===== src/logic/seq_defs.vh =====
// Constants shared by the parameter set sequencer files.
`ifndef SEQ_DEFS_VH
`define SEQ_DEFS_VH

`define SEQ_IDX_W        6
`define SEQ_SETS         64
`define SEQ_PARAM_W      32
`define SEQ_DEF_PARAM    32'h0000_0000
`define SEQ_LIMIT_RST    7'h02
`define SEQ_LIMIT_MAX    7'h40
`define SEQ_COPY_CYC     4'h4

`define ADDR_CTRL        4'h0
`define ADDR_LIMIT       4'h1
`define ADDR_ADV_SRC     4'h2
`define ADDR_RST_SRC     4'h3
`define ADDR_SLOT        4'h4
`define ADDR_CMD         4'h5
`define ADDR_ACTIVE      4'h6
`define ADDR_STATUS      4'h7

`define CTRL_ON_BIT      0
`define CTRL_POLICY_BIT  1
`define CMD_ADV_BIT      0
`define CMD_RST_BIT      1
`define CMD_SAVE_BIT     2
`define CMD_FETCH_BIT    3

`define ORG_ALWAYS       2'h0
`define ORG_LINE1        2'h1
`define ORG_LINE2        2'h2
`define ORG_DISABLED     2'h3

`endif


===== src/logic/set_store.v =====
// Storage for the 64 stored parameter sets with per-slot written flags.
`timescale 1ns/10ps
module set_store (
	input  wire        clk,    // System clock.
	input  wire        resetn, // Synchronous reset, active low.
	input  wire        we,     // Write strobe.
	input  wire [5:0]  waddr,  // Write slot.
	input  wire [31:0] wdata,  // Write data.
	input  wire [5:0]  raddr,  // Read slot.
	output reg  [31:0] rdata   // Read data, one cycle later.
);
`include "seq_defs.vh"

	reg [31:0] mem [0:63];
	reg [63:0] written_reg;

	// ======================================================
	// Storage
	// Never-stored slots read default values.
	always @(posedge clk) begin
		if (we)
			mem[waddr] <= wdata;
		if (!resetn) begin
			written_reg <= 64'h0;
			rdata       <= `SEQ_DEF_PARAM;
		end else begin
			if (we)
				written_reg[waddr] <= 1'b1;
			if (written_reg[raddr] && !(we && waddr == raddr))
				rdata <= mem[raddr];
			else if (we && waddr == raddr)
				rdata <= wdata;
			else
				rdata <= `SEQ_DEF_PARAM;
		end
	end
endmodule


===== src/logic/param_sequencer.v =====
// Parameter set sequencer: stepping of stored sets into the active set.
`timescale 1ns/10ps
module param_sequencer (
	input  wire        clk,          // System clock, 100 MHz.
	input  wire        resetn,       // Synchronous reset, active low.
	input  wire [3:0]  addr,         // Register address.
	input  wire [31:0] wdata,        // Register write data.
	input  wire        wr,           // Write strobe.
	input  wire        rd,           // Read strobe.
	output reg  [31:0] rdata,        // Read data, cycle after rd.
	input  wire        frame_trig,   // Frame start trigger pin.
	input  wire        line1,        // Input line 1 pin.
	input  wire        line2,        // Input line 2 pin.
	input  wire        frame_done,   // Frame transmitted, one pulse.
	output reg         waiting,      // Waiting for frame start trigger.
	output reg         acq_start,    // Accepted trigger pulse.
	output reg  [31:0] acq_params,   // Parameters used by acquisition.
	output reg  [5:0]  cur_index     // Current set index.
);
`include "seq_defs.vh"

	localparam ST_IDLE = 3'h0;
	localparam ST_COPY = 3'h1;
	localparam ST_WAIT = 3'h2;
	localparam ST_ACQ  = 3'h3;
	localparam ST_SAVE = 3'h4;

	// ======================================================
	// Input synchronisers
	// Lines and trigger are asynchronous pins; two stages guard metastability.
	reg [2:0] pin_s1_reg;
	reg [2:0] pin_s2_reg;
	reg       trig_d_reg;
	always @(posedge clk) begin
		if (!resetn) begin
			pin_s1_reg <= 3'h0;
			pin_s2_reg <= 3'h0;
			trig_d_reg <= 1'b0;
		end else begin
			pin_s1_reg <= {line2, line1, frame_trig};
			pin_s2_reg <= pin_s1_reg;
			trig_d_reg <= pin_s2_reg[0];
		end
	end
	wire trig_rise = pin_s2_reg[0] & ~trig_d_reg;
	wire l1 = pin_s2_reg[1];
	wire l2 = pin_s2_reg[2];

	// ======================================================
	// Configuration registers
	reg        on_reg;
	reg        policy_reg;
	reg [6:0]  limit_reg;
	reg [1:0]  adv_src_reg;
	reg [1:0]  rst_src_reg;
	reg [5:0]  slot_reg;
	reg [31:0] active_reg;
	reg [31:0] saved_reg;
	reg        adv_pend_reg;
	reg        rst_pend_reg;
	reg        save_pend_reg;
	reg        fetch_pend_reg;
	reg [2:0]  state_reg;
	reg [5:0]  idx_reg;
	reg [5:0]  load_idx_reg;
	reg [3:0]  cnt_reg;
	reg        off_pend_reg;
	wire [31:0] store_q;

	wire wr_cmd = wr && addr == `ADDR_CMD;
	wire wr_on  = wr && addr == `ADDR_CTRL;

	// Origin test shared by advance and restart.
	function origin_hit;
		input [1:0] org;
		input       a;
		input       b;
		begin
			case (org)
			`ORG_ALWAYS: origin_hit = 1'b1;
			`ORG_LINE1:  origin_hit = a;
			`ORG_LINE2:  origin_hit = b;
			default:     origin_hit = 1'b0;
			endcase
		end
	endfunction

	// wrap to zero at the limit
	// A limit of one keeps the index at zero.
	function [5:0] next_idx;
		input [5:0] i;
		input [6:0] lim;
		begin
			if ({1'b0, i} >= lim - 7'h01)
				next_idx = 6'h00;
			else
				next_idx = i + 6'h01;
		end
	endfunction

	wire adv_sync = origin_hit(adv_src_reg, l1, l2);
	wire rst_sync = (rst_src_reg != `ORG_ALWAYS) &&
		origin_hit(rst_src_reg, l1, l2);

	always @(posedge clk) begin
		if (!resetn) begin
			on_reg      <= 1'b0;
			policy_reg  <= 1'b0;
			limit_reg   <= `SEQ_LIMIT_RST;
			adv_src_reg <= `ORG_DISABLED;
			rst_src_reg <= `ORG_DISABLED;
			slot_reg    <= 6'h00;
		end else if (wr) begin
			case (addr)
			`ADDR_CTRL: begin
				on_reg     <= wdata[`CTRL_ON_BIT];
				policy_reg <= wdata[`CTRL_POLICY_BIT];
			end
			`ADDR_LIMIT:
				if (wdata[6:0] != 7'h00 && wdata[6:0] <= `SEQ_LIMIT_MAX)
					limit_reg <= wdata[6:0];
			`ADDR_ADV_SRC: adv_src_reg <= wdata[1:0];
			`ADDR_RST_SRC:
				if (wdata[1:0] != `ORG_ALWAYS)
					rst_src_reg <= wdata[1:0];
			`ADDR_SLOT: slot_reg <= wdata[5:0];
			default: ;
			endcase
		end
	end

	// ======================================================
	// Sequencer
	// The store answers one cycle after its address, so a copy lasts
	// several cycles; RAM timing is the price for a compact array.
	wire copy_done = cnt_reg == `SEQ_COPY_CYC;
	// A trigger counts only once waiting has been shown for a cycle, so
	// the source never sees a trigger taken while the flag was low.
	// discard unless waiting
	wire trig_take = trig_rise && waiting;
	always @(posedge clk) begin
		if (!resetn) begin
			state_reg      <= ST_IDLE;
			idx_reg        <= 6'h00;
			load_idx_reg   <= 6'h00;
			cnt_reg        <= 4'h0;
			active_reg     <= `SEQ_DEF_PARAM;
			saved_reg      <= `SEQ_DEF_PARAM;
			adv_pend_reg   <= 1'b0;
			rst_pend_reg   <= 1'b0;
			save_pend_reg  <= 1'b0;
			fetch_pend_reg <= 1'b0;
			off_pend_reg   <= 1'b0;
			acq_start      <= 1'b0;
			acq_params     <= `SEQ_DEF_PARAM;
		end else begin
			acq_start <= 1'b0;
			if (wr && addr == `ADDR_ACTIVE && state_reg == ST_IDLE)
				active_reg <= wdata;
			case (state_reg)
			ST_IDLE: begin
				cnt_reg <= 4'h0;
				if (wr_on && wdata[`CTRL_ON_BIT] && !on_reg) begin
					saved_reg    <= active_reg;
					idx_reg      <= 6'h00;
					load_idx_reg <= 6'h00;
					state_reg    <= ST_COPY;
				end else if (save_pend_reg) begin
					// Save and fetch wait for the idle state; a copy in
					// flight would otherwise race the store port.
					save_pend_reg <= 1'b0;
					state_reg     <= ST_SAVE;
				end else if (fetch_pend_reg) begin
					fetch_pend_reg <= 1'b0;
					load_idx_reg   <= slot_reg;
					state_reg      <= ST_COPY;
				end
			end
			ST_SAVE:
				state_reg <= ST_IDLE;
			ST_COPY: begin
				// The count spans the store latency with margin; the
				// active set changes only at its end.
				cnt_reg <= cnt_reg + 4'h1;
				if (copy_done) begin
					active_reg <= store_q;
					state_reg  <= on_reg ? ST_WAIT : ST_IDLE;
				end
			end
			ST_WAIT: begin
				cnt_reg <= 4'h0;
				if (!on_reg) begin
					active_reg <= saved_reg;
					state_reg  <= ST_IDLE;
				end else if (rst_pend_reg) begin
					rst_pend_reg <= 1'b0;
					adv_pend_reg <= 1'b0;
					idx_reg      <= 6'h00;
					load_idx_reg <= 6'h00;
					state_reg    <= ST_COPY;
				end else if (adv_pend_reg) begin
					adv_pend_reg <= 1'b0;
					idx_reg      <= next_idx(idx_reg, limit_reg);
					load_idx_reg <= next_idx(idx_reg, limit_reg);
					state_reg    <= ST_COPY;
				end else if (trig_take) begin
					acq_start <= 1'b1;
					off_pend_reg <= 1'b0;
					state_reg <= ST_ACQ;
					if (rst_sync) begin
						idx_reg      <= 6'h00;
						load_idx_reg <= 6'h00;
						acq_params   <= store_q;
						active_reg   <= store_q;
					end else if (adv_sync) begin
						idx_reg      <= next_idx(idx_reg, limit_reg);
						load_idx_reg <= next_idx(idx_reg, limit_reg);
						acq_params   <= active_reg;
					end else
						acq_params <= active_reg;
				end
			end
			ST_ACQ: begin
				if (!on_reg)
					off_pend_reg <= 1'b1;
				if (frame_done) begin
					if (!on_reg || off_pend_reg) begin
						active_reg <= saved_reg;
						state_reg  <= ST_IDLE;
					end else if (load_idx_reg != idx_reg ||
						adv_sync)
						state_reg <= ST_COPY;
					else
						state_reg <= ST_WAIT;
				end
			end
			default:
				state_reg <= ST_IDLE;
			endcase
			// Commands are captured after the state case so that one
			// arriving as its flag is consumed is kept, not lost.
			if (wr_cmd && wdata[`CMD_ADV_BIT])
				adv_pend_reg <= 1'b1;
			if (wr_cmd && wdata[`CMD_RST_BIT])
				rst_pend_reg <= 1'b1;
			if (wr_cmd && wdata[`CMD_SAVE_BIT])
				save_pend_reg <= 1'b1;
			if (wr_cmd && wdata[`CMD_FETCH_BIT])
				fetch_pend_reg <= 1'b1;
		end
	end

	// ======================================================
	// Status outputs
	always @(posedge clk) begin
		if (!resetn) begin
			waiting   <= 1'b0;
			cur_index <= 6'h00;
			rdata     <= 32'h0000_0000;
		end else begin
			// leave waiting during copy
			// Waiting falls in the cycle a trigger is taken.
			waiting   <= state_reg == ST_WAIT && !adv_pend_reg &&
				!rst_pend_reg &&
				!trig_take;
			cur_index <= idx_reg;
			rdata     <= 32'h0000_0000;
			if (rd) begin
				case (addr)
				`ADDR_CTRL:    rdata <= {30'h0, policy_reg, on_reg};
				`ADDR_LIMIT:   rdata <= {25'h0, limit_reg};
				`ADDR_ADV_SRC: rdata <= {30'h0, adv_src_reg};
				`ADDR_RST_SRC: rdata <= {30'h0, rst_src_reg};
				`ADDR_SLOT:    rdata <= {26'h0, slot_reg};
				`ADDR_ACTIVE:  rdata <= active_reg;
				`ADDR_STATUS:  rdata <= {23'h0, idx_reg, state_reg};
				default:       rdata <= 32'h0000_0000;
				endcase
			end
		end
	end

	// ======================================================
	// Store read address
	// While restart may come from a line, the wait state keeps set zero
	// on the read port, so a restart trigger finds it already read.
	// set zero ready
	wire [5:0] store_raddr = (state_reg == ST_WAIT &&
		rst_src_reg != `ORG_DISABLED) ? 6'h00 : load_idx_reg;

	// ======================================================
	// Stored sets
	// defaults for unstored
	set_store u_store (
		.clk    (clk),
		.resetn (resetn),
		.we     (state_reg == ST_SAVE),
		.waddr  (slot_reg),
		.wdata  (active_reg),
		.raddr  (store_raddr),
		.rdata  (store_q)
	);
endmodule


===== config.mk =====
export PLATFORM = sky130hd
export DESIGN_NAME = param_sequencer
export DESIGN_NICKNAME = d
export VERILOG_FILES = /design/src/logic/set_store.v /design/src/logic/param_sequencer.v
export VERILOG_INCLUDE_DIRS = /design/src /design/src/logic
export SDC_FILE = /design/constraint.sdc
export NUM_CORES = 2
export LEC_CHECK = 0
export BUFFER_PORTS_ARGS = -buffer_cell sky130_fd_sc_hd__buf_4
export CELL_PAD_IN_SITES_DETAIL_PLACEMENT = 1
export CELL_PAD_IN_SITES_GLOBAL_PLACEMENT = 2
export CORE_UTILIZATION = 50
export DETAILED_ROUTE_END_ITERATION = 12
export PLACE_DENSITY = 0.87
export RECOVER_POWER = 25
export SKIP_LAST_GASP = 1
export SYNTH_ARGS = -nofsm -noshare
export SYNTH_HDL_FRONTEND = slang
export SYNTH_SLANG_ARGS = --single-unit

===== constraint.sdc =====
create_clock -name clk -period 5.5 [get_ports clk]
set_clock_uncertainty 0.2 [all_clocks]
set_input_delay 0.825 -clock clk [delete_from_list [all_inputs] [get_ports clk]]
set_output_delay 0.825 -clock clk [all_outputs]
set_load 0.02 [all_outputs]

==> flow_summary.yaml <==
run_status:
  status: "finished, violations left"
  violations: "capacitance limit, slew limit"
sta:
  tightest_slew_ns: 5.372
  clock.fmax_mhz: 188.0
  finalMaxSlewViolations: 1499
  rsz0062_at_grt: "false"
  hold_viol: 0
  slew_headroom_pct: -258.2
  min_period_ns: 5.320
  fin_tns_setup_ns: 0
  fin_crit_sh_pct: 96.73
  finalSetupViolCount: 0
final_layout:
  largest_reg_flops: 2048
  layout-drive-gt1-share_pct: 15.04
  num-fill-cells: 17223
  fin_nets: 6673
  final_cell_mix: "2048 x edfxtp_1, 666 x nor2_1, 481 x nand2_1"
  seq_area_mm2: 0.06717
  final_common_cell: "edfxtp_1"
  area_delta_synth_final_pct: 13.94
  fin_util_pct: 57.33
  multi_input_area_mm2: 0.02333
logic_synthesis:
  synth.distinct_cells: 84
  ys_ff_latch: 2330
  syn_area_per_cell_um2: 14.31
  synth_top_family_by_area: "compound AO/OA/AOI/OAI gates"
  async_flop_share_pct: 0
  syn_nets: 6493
  ys.flop_type: "edfxtp_1"
  synthAdderAreaFrac_pct: 0.1358
  synth_edf_count: 2048
  syn_inst: 6439
  synth_compound_area_share_pct: 11.63
  ys_seq_area_share_pct: 72.89
  syn-cell-area_mm2: 0.09212
  synth_mux_area_share_pct: 5.596
  synthSimpleGateAreaFrac_pct: 7.032
  synth-xor-area-share_pct: 0.1806
  ys.warnings.count: 0
min_path:
  hold_class: "in -> reg"
  min_from: "wdata[3]"
power_and_ir_drop:
  pwr-share-clk_pct: 45.2
  p_seq_share_pct: 52.7
  share_comb_of_total_power_pct: 2.1
  p_int_w: 0.02857
  swShare_pct: 21.23
  p_leak_nw: 29.99
  power.switching_w: 0.007701
  powerDensity_mw_per_mm2: 345.6
  ir_worst_vdd_uv: 330.1
drt:
  via_per_inst: 7.078
  ant_nets: 0
  wl_per_cell_um: 39.45
  finalWirelength_mm: 366.7
  vias: 65798
  drt-initial-drc-count: 11024
  drc: 0
  dr.pass1.iters: 8
global_routing:
  grt_first_pass_wirelength_mm: 502.0
  first_global_vias: 64562
  antenna_found_initial: 42
  grt_max_degree: 109
  overflow: 0
  grtUsageTotal_pct: 38.69
worst_setup_path:
  crit_arrival_ns: 5.05
  crit_family: "buffers and inverters"
  worstSetupPathType: "reg -> reg"
  r2r_start: "active_reg[5]$_SDFF_PN0_"
  critPathMaxStageDelay_ns: 3.72
  slowest_stage: "clkbuf_1"
  crit_chain: "clkbuf_1"
  worstSetupStartpointType: "flip-flop"
  cp_max_fo: 69
  cp.required_ns: 5.23
  end_kind: "flip-flop"
  critPathBufInv: 1
  cp-startpoint: "active_reg[5]$_SDFF_PN0_"
clock_network:
  htreeDepth: 4
  clock-sinks: 2330
  cts_tree: "built"
  postCtsSetupBuffers: 0
  clkSlewWorstSetupHoldPaths_ns: 0.06
  worst_skew_pair.late_latency_ns: 0.94
  cts_made_buffers: 230
  max-clock-path-buffers: 3
  cts_resized: 0
  hold_buffers: 6
  ctsRootBufferMaster: "clkbuf_16"
placed_design:
  dp_hpwl_mm: 219.5
  gp_congestion: 1.023
  port_buffers: 115
floorplan:
  placeableCoreArea_mm2: 0.1831
  die_area_mm2: 0.1860
  rows: 157
  start_util_pct: 50.32
  ioPinCount: 116
  die_h_um: 431.2
  fp.dieW_um: 431.2
flow_run:
  maxCapViolations: 29
routing by layer:
metal	GRT usage [%]	routed length, um	vias to the layer above	part of all wire (%)
met2	56.42	157700	5519	43
li1	-	-	25309	-
met4	25.50	29170	42	8.0
met5	0	394	-	0.11
met1	49.09	127800	33519	35
met3	13.30	51640	1409	14
through the flow:
stage / instances / power (W) / instance area [um2] / setup slack [ns] / hold WS, ns
floorplan: 6439 / 0.01979 / 92120 / 2.224 / 0.2119
CTS: 9280 / 0.03616 / 105000 / 0.6251 / 0.006229
detailed placement: 8845 / 0.02019 / 97200 / 0.6660 / 0.2326
finish: 9296 / 0.03627 / 105000 / 0.1799 / 0.02070
global route: 9280 / 0.03678 / 104900 / 0.3690 / 0.03234
global placement: 8845 / 0.02017 / 97200 / 0.7852 / 0.2212
layout make-up:
type,count,share of cell area (%)
tap,2464,2.937
timing repair buffer,408,3.266
clock inverter,122,1.357
antenna,16,0.03815
sequential,2330,64.00
clock buffer,307,6.042
multi-input combinational,3613,22.23
inverter,36,0.1371
cells by family after synthesis:
group | Yosys count
AO/OA/AOI/OAI | 1599
buffers and inverters | 496
multiplexers | 451
AND/OR/NAND/NOR | 1534
XOR/XNOR | 19
flip-flops | 2330
adder cells (fa/ha/maj) | 10
power groups by stage:
| stage | clock (W) | sequential [W] | combinational (W) |
|---|---|---|---|
| final | 0.0164 | 0.0191 | 0.000759 |
| after global routing | 0.0169 | 0.0191 | 0.000755 |
| after CTS | 0.0163 | 0.0191 | 0.000712 |
| after detailed placement | 0 | 0.0195 | 0.000701 |
| after global placement | 0 | 0.0195 | 0.000686 |
| after floorplan | 0 | 0.0195 | 0.000334 |
synthesized netlist by cell type, types with 9 or more instances:
| master | n | area [um2] |
|---|---|---|
| a2111oi_0 | 15 | 131.4 |
| a211o_1 | 21 | 183.9 |
| a211oi_1 | 141 | 1059 |
| a21oi_1 | 379 | 1897 |
| a221o_1 | 13 | 130.1 |
| a221oi_1 | 57 | 499.2 |
| a222oi_1 | 9 | 90.09 |
| a22o_1 | 9 | 78.83 |
| a22oi_1 | 13 | 97.59 |
| a2bb2oi_1 | 54 | 473.0 |
| a311oi_1 | 35 | 306.5 |
| a31oi_1 | 24 | 150.1 |
| and2_1 | 41 | 256.5 |
| buf_1 | 22 | 82.58 |
| buf_2 | 175 | 875.8 |
| buf_4 | 52 | 390.4 |
| clkbuf_1 | 203 | 762.0 |
| dfxtp_1 | 282 | 5645 |
| edfxtp_1 | 2048 | 61500 |
| ha_1 | 10 | 125.1 |
| inv_1 | 33 | 123.9 |
| mux2_2 | 132 | 1486 |
| mux2i_1 | 281 | 2813 |
| mux4_2 | 38 | 855.8 |
| nand2_1 | 483 | 1813 |
| nand2b_1 | 11 | 68.82 |
| nand3_1 | 68 | 340.3 |
| nand3b_1 | 9 | 67.56 |
| nand4_1 | 10 | 62.56 |
| nor2_1 | 732 | 2748 |
| nor2b_1 | 57 | 356.6 |
| nor3_1 | 75 | 375.4 |
| nor4_1 | 16 | 100.1 |
| o211ai_1 | 49 | 367.9 |
| o21ai_0 | 256 | 1281 |
| o221ai_1 | 143 | 1252 |
| o22ai_1 | 249 | 1558 |
| o311ai_0 | 11 | 96.34 |
| o31ai_1 | 24 | 180.2 |
| o41ai_1 | 22 | 192.7 |
| xnor2_1 | 13 | 113.9 |
worst paths after layout:
path	to	slack, ns	cells past startpoint
setup / recovery	u_store.mem[15][5]$_DFFE_PP_	0.18	1
hold / removal	slot_reg[3]$_SDFFE_PN0P_	0.02	3
setup reg to reg	u_store.mem[15][5]$_DFFE_PP_	0.18	1
hold reg to reg	pin_s2_reg[0]$_SDFF_PN0_	0.24	1
Power figures use the tool's default switching activity.
